===== config.mk =====
export PLATFORM = sky130hd
export DESIGN_NAME = spicsr_top
export DESIGN_NICKNAME = d
export VERILOG_FILES = /design/src/pkg/spicsr_pkg.sv /design/src/design/spicsr_sync.sv /design/src/design/spicsr_shift.sv /design/src/design/spicsr_top.sv
export SDC_FILE = /design/constraint.sdc
export NUM_CORES = 1
export LEC_CHECK = 0
export ABC_AREA = 1
export BUFFER_PORTS_ARGS = -buffer_cell sky130_fd_sc_hd__buf_2
export CAP_MARGIN = 20
export CORE_MARGIN = 5
export CORE_UTILIZATION = 52
export CTS_CLUSTER_SIZE = 16
export DETAILED_ROUTE_END_ITERATION = 8
export GPL_ROUTABILITY_DRIVEN = 0
export PLACE_DENSITY = 0.76
export SETUP_SLACK_MARGIN = 0.15
export SYNTH_ARGS = -nofsm -noshare
export SYNTH_HDL_FRONTEND = slang
export SYNTH_HIERARCHICAL = 1
export SYNTH_SLANG_ARGS = --single-unit

===== constraint.sdc =====
create_clock -name pclk -period 5.99 [get_ports pclk]
set_input_delay 0.8985 -clock pclk [delete_from_list [all_inputs] [get_ports pclk]]
set_output_delay 0.8985 -clock pclk [all_outputs]
set_load 0.01 [all_outputs]

===== src/pkg/spicsr_pkg.sv =====
package spicsr_pkg;

  // ****************************************************************
  // Register map: printed offsets are word indices
  // ****************************************************************
  localparam int          ADDR_W    = 12;
  localparam logic [9:0]  IDX_CTRL  = 10'h010;
  localparam logic [9:0]  IDX_STAT  = 10'h011;
  localparam logic [9:0]  IDX_DATA  = 10'h012;
  localparam logic [11:0] ADDR_CTRL = {IDX_CTRL, 2'b00};
  localparam logic [11:0] ADDR_STAT = {IDX_STAT, 2'b00};
  localparam logic [11:0] ADDR_DATA = {IDX_DATA, 2'b00};

  // ****************************************************************
  // serial_control fields
  // ****************************************************************
  localparam int B_RXIE = 7;
  localparam int B_MSTR = 5;
  localparam int B_CPOL = 4;
  localparam int B_CPHA = 3;
  localparam int B_ODRN = 2;
  localparam int B_MEN  = 1;
  localparam int B_TXIE = 0;
  localparam logic [7:0] CTRL_RST = 8'h28;

  // ****************************************************************
  // serial_status_control fields
  // ****************************************************************
  localparam int B_RXF  = 7;
  localparam int B_ERIE = 6;
  localparam int B_OVR  = 5;
  localparam int B_MODE_FAULT_FLAG = 4;
  localparam int B_TXE  = 3;
  localparam int B_FDE  = 2;
  localparam int B_RHI  = 1;
  localparam int B_RLO  = 0;
  localparam logic [7:0] STAT_RST = 8'h08;

  // ****************************************************************
  // Master baud divisors, full SCK periods in bus cycles, and their half periods
  // ****************************************************************
  localparam int DIV_0 = 2;
  localparam int DIV_1 = 8;
  localparam int DIV_2 = 32;
  localparam int DIV_3 = 128;
  localparam logic [6:0] HALF_0 = 7'(DIV_0 / 2);
  localparam logic [6:0] HALF_1 = 7'(DIV_1 / 2);
  localparam logic [6:0] HALF_2 = 7'(DIV_2 / 2);
  localparam logic [6:0] HALF_3 = 7'(DIV_3 / 2);
  localparam logic [2:0] LAST_BIT = 3'h7;

  typedef enum logic [1:0] {
    SPICSR_IDLE = 2'b01,
    SPICSR_RUN  = 2'b10
  } spicsr_state_e;

endpackage


===== src/design/spicsr_sync.sv =====
module spicsr_sync import spicsr_pkg::*; #(
  parameter int W = 4
) (
  input  wire logic         pclk,
  input  wire logic         presetn,
  input  wire logic [W-1:0] din,
  output logic      [W-1:0] dout
);

  typedef struct packed {
    logic [W-1:0] meta;
    logic [W-1:0] sync;
  } spicsr_sync_s;

  spicsr_sync_s s;
  spicsr_sync_s next_s;

  always_comb begin
    next_s.meta = din;
    next_s.sync = s.meta;
  end

  always_ff @(posedge pclk or negedge presetn) begin
    if (!presetn) begin
      s <= '0;
    end else begin
      s <= next_s;
    end
  end

  assign dout = s.sync;

endmodule


===== src/design/spicsr_shift.sv =====
module spicsr_shift import spicsr_pkg::*; (
  input  wire logic       pclk,
  input  wire logic       presetn,
  input  wire logic       en,
  input  wire logic       master,
  input  wire logic       cpol,
  input  wire logic       cpha,
  input  wire logic       tick,
  input  wire logic       sck_s,
  input  wire logic       sdi_s,
  input  wire logic       ss_n_s,
  input  wire logic       tx_full,
  input  wire logic [7:0] tx_byte,
  output logic            take,
  output logic            done,
  output logic      [7:0] rx_byte,
  output logic            sck_o,
  output logic            sdo,
  output logic            busy
);

  typedef struct packed {
    spicsr_state_e st;
    logic [7:0]    sr;
    logic          rxb;
    logic [2:0]    cnt;
    logic          act;
    logic          sck_d;
    logic          sdo;
    logic          take;
    logic          done;
    logic [7:0]    rx;
  } spicsr_shift_s;

  spicsr_shift_s s;
  spicsr_shift_s next_s;

  always_comb begin
    logic lead;
    logic trail;
    logic live;
    logic [7:0] nsr;
    lead   = 1'b0;
    trail  = 1'b0;
    live   = 1'b0;
    nsr    = '0;
    next_s = s;
    next_s.take  = 1'b0;
    next_s.done  = 1'b0;
    next_s.sck_d = sck_s;
    if (master) begin
      if (s.st == SPICSR_RUN && tick) begin
        lead       = !s.act;
        trail      = s.act;
        next_s.act = !s.act;
      end
    end else if (!ss_n_s && sck_s != s.sck_d) begin
      // Deselected slave ignores every clock edge
      lead  = (sck_s != cpol);
      trail = !lead;
    end
    case (s.st)
      SPICSR_IDLE: begin
        if (tx_full && !lead) begin
          next_s.sr   = tx_byte;
          next_s.sdo  = tx_byte[7];
          next_s.take = 1'b1;
          next_s.cnt  = '0;
          next_s.act  = 1'b0;
          if (master) begin
            next_s.st = SPICSR_RUN;
          end
        end
        live = !master && lead;
        if (live) begin
          next_s.st = SPICSR_RUN;
        end
      end
      SPICSR_RUN: begin
        live = 1'b1;
      end
      default: begin
        next_s.st = SPICSR_IDLE;
      end
    endcase
    if (live && lead) begin
      if (cpha) begin
        next_s.sdo = s.sr[7];
      end else begin
        next_s.rxb = sdi_s;
      end
    end
    // Master input passes the synchroniser: receive needs divisor 8 or more
    if (live && trail) begin
      nsr        = {s.sr[6:0], (cpha ? sdi_s : s.rxb)};
      next_s.sr  = nsr;
      next_s.cnt = s.cnt + 3'h1;
      if (!cpha) begin
        next_s.sdo = s.sr[6];
      end
      if (s.cnt == LAST_BIT) begin
        next_s.done = 1'b1;
        next_s.rx   = nsr;
        next_s.st   = SPICSR_IDLE;
      end
    end
    if (!master && ss_n_s && s.st == SPICSR_RUN) begin
      next_s.st  = SPICSR_IDLE;
      next_s.cnt = '0;
    end
    // Disabled module: abort, clear shifter and counter
    if (!en) begin
      next_s.st  = SPICSR_IDLE;
      next_s.sr  = '0;
      next_s.cnt = '0;
      next_s.act = 1'b0;
      next_s.sdo = 1'b0;
      next_s.take = 1'b0;
      next_s.done = 1'b0;
    end
  end

  always_ff @(posedge pclk or negedge presetn) begin
    if (!presetn) begin
      s    <= '0;
      s.st <= SPICSR_IDLE;
    end else begin
      s <= next_s;
    end
  end

  assign take    = s.take;
  assign done    = s.done;
  assign rx_byte = s.rx;
  assign sck_o   = s.act ^ cpol;
  assign sdo     = s.sdo;
  assign busy    = (s.st == SPICSR_RUN);

endmodule


===== src/design/spicsr_top.sv =====
module spicsr_top import spicsr_pkg::*; (
  input  wire logic              pclk,
  input  wire logic              presetn,
  input  wire logic              psel,
  input  wire logic              penable,
  input  wire logic              pwrite,
  input  wire logic [ADDR_W-1:0] paddr,
  input  wire logic [31:0]       pwdata,
  output logic      [31:0]       prdata,
  output logic                   pready,
  output logic                   pslverr,
  input  wire logic              sck_in,
  output logic                   sck_out,
  output logic                   sck_oe_n,
  input  wire logic              mosi_in,
  output logic                   mosi_out,
  output logic                   mosi_oe_n,
  input  wire logic              miso_in,
  output logic                   miso_out,
  output logic                   miso_oe_n,
  input  wire logic              ss_n_in,
  output logic                   ss_owned,
  output logic                   pullup_en,
  output logic                   rx_irq_req,
  output logic                   tx_irq_req,
  output logic                   err_irq_req
);

  // ****************************************************************
  // State
  // ****************************************************************
  typedef struct packed {
    logic [7:0] ctrl;
    logic [7:0] stat;
    logic       rx_arm;
    logic       ovr_arm;
    logic       mode_fault_flag_arm;
    logic       ss_d;
    logic [6:0] div_cnt;
    logic       tick;
    logic       pready;
    logic       pslverr;
    logic [7:0] prdata;
    logic       sck_out;
    logic       sck_oe_n;
    logic       mosi_out;
    logic       mosi_oe_n;
    logic       miso_out;
    logic       miso_oe_n;
    logic       ss_owned;
    logic       pullup_en;
    logic       rx_irq;
    logic       tx_irq;
    logic       err_irq;
  } spicsr_top_s;

  spicsr_top_s s;
  spicsr_top_s next_s;
  logic [7:0]  tx_buf;
  logic [7:0]  rx_buf;
  logic        tx_wr;
  logic        rx_ld;

  logic [3:0]  pins_s;
  logic        sck_s;
  logic        mosi_s;
  logic        miso_s;
  logic        ss_n_s;
  logic        sh_take;
  logic        sh_done;
  logic [7:0]  sh_rx;
  logic        sh_sck;
  logic        sh_sdo;
  logic        sh_busy;

  // ****************************************************************
  // Pin synchronisers and shift engine
  // ****************************************************************
  spicsr_sync #(.W(4)) u_sync (
    .pclk    (pclk),
    .presetn (presetn),
    .din     ({sck_in, mosi_in, miso_in, ss_n_in}),
    .dout    (pins_s)
  );
  assign {sck_s, mosi_s, miso_s, ss_n_s} = pins_s;

  spicsr_shift u_shift (
    .pclk    (pclk),
    .presetn (presetn),
    .en      (s.ctrl[B_MEN]),
    .master  (s.ctrl[B_MSTR]),
    .cpol    (s.ctrl[B_CPOL]),
    .cpha    (s.ctrl[B_CPHA]),
    .tick    (s.tick),
    .sck_s   (sck_s),
    .sdi_s   (s.ctrl[B_MSTR] ? miso_s : mosi_s),
    .ss_n_s  (ss_n_s),
    .tx_full (!s.stat[B_TXE]),
    .tx_byte (tx_buf),
    .take    (sh_take),
    .done    (sh_done),
    .rx_byte (sh_rx),
    .sck_o   (sh_sck),
    .sdo     (sh_sdo),
    .busy    (sh_busy)
  );

  // ****************************************************************
  // Next state
  // ****************************************************************
  always_comb begin
    logic setup;
    logic fin;
    logic wr_ctrl;
    logic wr_data;
    logic rd_stat;
    logic rd_data;
    logic rx_clr;
    logic en;
    logic mst;
    logic od;
    logic [6:0] half;
    setup   = psel && !penable;
    fin     = psel && penable && s.pready;
    wr_ctrl = fin && pwrite && paddr == ADDR_CTRL;
    wr_data = fin && pwrite && paddr == ADDR_DATA;
    rd_stat = fin && !pwrite && paddr == ADDR_STAT;
    rd_data = fin && !pwrite && paddr == ADDR_DATA;
    rx_clr  = rd_data && s.rx_arm;
    en      = s.ctrl[B_MEN];
    mst     = s.ctrl[B_MSTR];
    od      = s.ctrl[B_ODRN];
    half    = HALF_0;
    next_s  = s;
    tx_wr   = wr_data;
    rx_ld   = 1'b0;

    // Zero wait states: answer in the first access cycle
    next_s.pready  = setup;
    next_s.pslverr = 1'b0;
    if (setup && !pwrite) begin
      case (paddr)
        ADDR_CTRL: next_s.prdata = s.ctrl;
        ADDR_STAT: next_s.prdata = s.stat;
        ADDR_DATA: next_s.prdata = rx_buf;
        default: begin
          next_s.prdata  = '0;
          next_s.pslverr = 1'b1;
        end
      endcase
    end else if (setup) begin
      next_s.pslverr = !(paddr == ADDR_CTRL || paddr == ADDR_STAT || paddr == ADDR_DATA);
    end

    if (wr_ctrl) begin
      next_s.ctrl = pwdata[7:0];
      next_s.ctrl[6] = 1'b0;
    end
    if (fin && pwrite && paddr == ADDR_STAT) begin
      next_s.stat[B_ERIE] = pwdata[B_ERIE];
      next_s.stat[B_FDE]  = pwdata[B_FDE];
      next_s.stat[B_RHI]  = pwdata[B_RHI];
      next_s.stat[B_RLO]  = pwdata[B_RLO];
    end

    // Two-step clears: arm on a status read that saw the flag
    if (rd_stat) begin
      next_s.rx_arm   = s.rx_arm | s.prdata[B_RXF];
      next_s.ovr_arm  = s.ovr_arm | s.prdata[B_OVR];
      next_s.mode_fault_flag_arm = s.mode_fault_flag_arm | s.prdata[B_MODE_FAULT_FLAG];
    end
    if (rd_data) begin
      next_s.rx_arm  = 1'b0;
      next_s.ovr_arm = 1'b0;
      if (s.rx_arm) begin
        next_s.stat[B_RXF] = 1'b0;
      end
      if (s.ovr_arm) begin
        next_s.stat[B_OVR] = 1'b0;
      end
    end
    if (wr_ctrl && s.mode_fault_flag_arm) begin
      next_s.stat[B_MODE_FAULT_FLAG] = 1'b0;
      next_s.mode_fault_flag_arm     = 1'b0;
    end

    // Received byte; a same-cycle clear counts as a read
    if (sh_done) begin
      if (s.stat[B_RXF] && !rx_clr) begin
        next_s.stat[B_OVR] = 1'b1;
      end else begin
        next_s.stat[B_RXF] = 1'b1;
        rx_ld = 1'b1;
      end
    end

    if (wr_data) begin
      next_s.stat[B_TXE] = 1'b0;
    end
    if (sh_take || !en) begin
      next_s.stat[B_TXE] = 1'b1;
    end

    // Mode fault detection, set wins over the clear above
    next_s.ss_d = ss_n_s;
    if (en && s.stat[B_FDE]) begin
      if (mst && !ss_n_s) begin
        next_s.stat[B_MODE_FAULT_FLAG] = 1'b1;
        next_s.ctrl[B_MEN]  = 1'b0;
      end
      if (!mst && ss_n_s && !s.ss_d && sh_busy) begin
        next_s.stat[B_MODE_FAULT_FLAG] = 1'b1;
      end
    end

    // Baud divider, only for an enabled master
    case ({s.stat[B_RHI], s.stat[B_RLO]})
      2'b00:   half = HALF_0;
      2'b01:   half = HALF_1;
      2'b10:   half = HALF_2;
      2'b11:   half = HALF_3;
      default: half = HALF_0;
    endcase
    next_s.tick = 1'b0;
    if (en && mst && sh_busy) begin
      if (s.div_cnt >= half - 7'h1) begin
        next_s.div_cnt = '0;
        next_s.tick    = 1'b1;
      end else begin
        next_s.div_cnt = s.div_cnt + 7'h1;
      end
    end else begin
      next_s.div_cnt = '0;
    end

    // Pins: open-drain only ever pulls low
    next_s.sck_out   = sh_busy ? sh_sck : s.ctrl[B_CPOL];
    next_s.mosi_out  = sh_sdo;
    next_s.miso_out  = sh_sdo;
    next_s.sck_oe_n  = !(en && mst && (!od || !next_s.sck_out));
    next_s.mosi_oe_n = !(en && mst && (!od || !sh_sdo));
    next_s.miso_oe_n = !(en && !mst && !ss_n_s && (!od || !sh_sdo));
    next_s.pullup_en = !od;
    next_s.ss_owned  = en && (!mst || s.stat[B_FDE]);

    next_s.rx_irq  = s.stat[B_RXF] && s.ctrl[B_RXIE];
    next_s.tx_irq  = s.stat[B_TXE] && s.ctrl[B_TXIE];
    next_s.err_irq = s.stat[B_ERIE] && (s.stat[B_MODE_FAULT_FLAG] || s.stat[B_OVR]);
  end

  always_ff @(posedge pclk or negedge presetn) begin
    if (!presetn) begin
      s           <= '0;
      s.ctrl      <= CTRL_RST;
      s.stat      <= STAT_RST;
      s.ss_d      <= 1'b1;
      s.sck_oe_n  <= 1'b1;
      s.mosi_oe_n <= 1'b1;
      s.miso_oe_n <= 1'b1;
      s.pullup_en <= 1'b1;
    end else begin
      s <= next_s;
    end
  end

  // Data buffers keep their content across reset
  always_ff @(posedge pclk) begin
    if (tx_wr) begin
      tx_buf <= pwdata[7:0];
    end
    if (rx_ld) begin
      rx_buf <= sh_rx;
    end
  end

  assign prdata      = {24'h000000, s.prdata};
  assign pready      = s.pready;
  assign pslverr     = s.pslverr;
  assign sck_out     = s.sck_out;
  assign sck_oe_n    = s.sck_oe_n;
  assign mosi_out    = s.mosi_out;
  assign mosi_oe_n   = s.mosi_oe_n;
  assign miso_out    = s.miso_out;
  assign miso_oe_n   = s.miso_oe_n;
  assign ss_owned    = s.ss_owned;
  assign pullup_en   = s.pullup_en;
  assign rx_irq_req  = s.rx_irq;
  assign tx_irq_req  = s.tx_irq;
  assign err_irq_req = s.err_irq;
endmodule


==> metrics.cfg <==
[grt]
grt_max_degree=83
antenna_found_initial=0
grt_pass1_wl_mm=17.1
overflow=0
grt_use_total_pct=19.0
grt_pass1_vias=3651

[logic_synthesis]
synth-compound-area-share_pct=4.10
synth_top_area_cell=dfrtp_1
synth.distinct_cells=35
synth.most_common_cell=nand2_1
yosysWarnings=6
synthCells=563
synth-simple-area-share_pct=28.4
synth_top_area_share_pct=37.0
synthArstFlopShare_pct=83.7
synth_seq_cells=98
yosysSeqAreaShare_pct=51.5
synth_top_family_by_area=simple AND/OR/NAND/NOR gates
synthFlopType=dfrtp_1
netlist_area_sq_um=4940
syn_avg_cell_area_sq_um=8.78
yosys-mux-area-fraction_pct=0
synth-edff-count=16
synth-adder-area-share_pct=3.29
synthTopCellsByCount=nand2_1 (161), dfrtp_1 (73), nand3_1 (58)
synth_area_leaders=dfrtp_1 (37%), nand2_1 (12%), edfxtp_1 (9.7%)
synth_xor_area_share_pct=0.354

[detailed_routing]
drc=0
drtIter0Drc=214
detail_route.first_pass.iterations=4
vias_per_cell=4.98
vias=3653
avgRoutedWirePerCell_um=14.0
ant_nets=0
wl_mm=10.3

[min_path]
hold_path_depth=0
hold_path_class=flop to flop
holdCritStartpoint=u_sync/next_s[3]
hold_path_end=u_sync/dout[3]

[clock_network]
cts_buffer_depth=2
insertion_delay_ns=0.37
clkTransAtPathRegs_ns=0.09
cts_buffers=9
cts_tree=built
cts_setup_buffers=0
htree_levels=3
cts_root_buffer=clkbuf_8
cts_resized=0
cts_sinks=98
cts_hold_buf=0

[pwr]
fin_total_pwr_mw=1.17
leakage_nw=2.77
ir_worst_vdd_mv=0.106
p_per_area_nw_per_um2=220

[cells_and_area]
fillers=812
multi_input_area_sq_um=1880
syn2layout_area_growth_pct=7.29
drive_gt1_share_pct=18.3
insertedDiodeCount=0
seq_area_sq_um=2540
nets=666
final_area_sq_um=5300

[critical_path]
rrSetupSlack_ns=3.49
start_kind=flop
r2r_cells=13
r2r_start=u_shift/s[25]
cp.arrival_ns=2.81
critPathMaxFanout=13
worstSetupEndpointType=flop
crit_type=flop to flop
crit_required_ns=6.30
r2r-end=u_shift/rx_byte[0]

[floorplanning]
ios=98
rows=35
core_area_sq_um=9240
die_area_sq_um=11600
floorplan.initialDensity_pct=53.5
die_width_um=108
die_h_um=108

[placement]
io_buffers=49
placed_cell_area_sq_um=5070
dp_hpwl_mm=7.36
pre_cts_ws_ns=3.15

[timing]
fmax_ghz=0.400
rsz0062_at_grt=no
min_period_over_period_pct=41.7
fin_crit_ns=2.50
max_slew_margin_pct=45.1
final_max_slew_viol_count=0
skew_ns=0.0122
tightestPinTransition_ns=0.820
setup_ws_ns=3.49
setup_viol=0
fin_tns_setup_ns=0
finalHoldViolCount=0

[status]
status=finished, final reports clean

[flow_run]
cap_viol_max_count=0

==> per-layer routing <==
layer  vias to the layer above  global-route usage, %  wire length, um  share of wire [%]
li1                       1799                      -                -                  -
met1                      1736                   24.5             4510                 44
met4                         0                   8.21              222                2.2
met2                        94                   31.4             5040                 49
met5                         -                      0                0                  0
met3                        24                   3.30              474                4.6
==> cell type report <==
type,instances,area share [%]
sequential,98,48.0
tap,129,3.04
multi-input combinational,381,35.5
clock buffer,13,3.61
clock inverter,3,0.330
timing repair buffer,50,5.19
inverter,60,4.39
==> power by group <==
group	leakage (nW)	switching (mW)	total [mW]	internal [mW]
sequential	1.15	0.00178	0.682	0.680
combinational	1.52	0.0338	0.0463	0.0126
clock	0.106	0.226	0.438	0.212
total	2.77	0.262	1.17	0.904
==> flip-flops by register name (all words and copies together) (netlist names), 4 cells and up <==
signal and count:
u_sync/dout 4, prdata 8, tx_buf 8, u_shift/s 16
s 27, u_sync/next_s 4, rx_buf 8, u_shift/rx_byte 8
==> critical path: stages (launching register included) <==
cell     delay, ns
dfstp_2       0.39
inv_1         0.05
ha_1          0.32
nand2_1       0.10
inv_1         0.09
ha_1          0.15
nand2_1       0.06
a21oi_1       0.30
nand2_2       0.25
inv_4         0.18
nand2_2       0.19
inv_2         0.17
nand2_1       0.09
nand2_1       0.09
==> per-stage QoR <==
stage | hold slack [ns] | util [%] | instances
after global routing | 0.365 | 57.4 | 734
after CTS | 0.357 | 57.1 | 733
after global placement | 0.333 | 54.8 | 717
final | 0.354 | 57.4 | 734
after floorplan | 0.331 | - | 586
after detailed placement | 0.336 | 54.8 | 717
==> worst max path at each step <==
stage | from | end | cells after the start
detailed placement | paddr[1] | rx_buf[0] | 5
floorplan | paddr[5] | rx_buf[0] | 6
global placement | paddr[1] | rx_buf[0] | 5
finish | u_shift/s[25] | u_shift/rx_byte[0] | 13
CTS | u_shift/s[25] | u_shift/rx_byte[0] | 13
global route | u_shift/s[25] | u_shift/rx_byte[0] | 13
==> cell usage in the layout (no fill, tap or decap), types with 2 or more instances in the layout <==
master / count
nand2_1: 161
dfrtp_1: 73
nand3_1: 58
inv_1: 54
buf_2: 48
nor2_1: 44
conb_1: 25
edfxtp_1: 16
o21ai_0: 14
nand4_1: 13
ha_1: 13
a21oi_1: 12
clkbuf_8: 10
dfstp_2: 9
nor2_2: 6
nand2_2: 6
nor2_4: 5
inv_2: 4
nor3_1: 3
xor2_1: 2
and2_1: 2
nand3_2: 2
or2_2: 2
o21ai_1: 2
a21oi_2: 2
clkbuf_16: 2
clkinv_2: 2
nand2_4: 2
==> logic make-up (layout without fill, tap and decap cells) <==
logic type,Yosys count,in the layout
simple gates,307,307
other cells,2,25
xor+xnor,2,2
compound gates,34,34
buf+inv,107,126
flops,98,98
fa+ha+maj,13,13
Power figures use the tool's default switching activity.
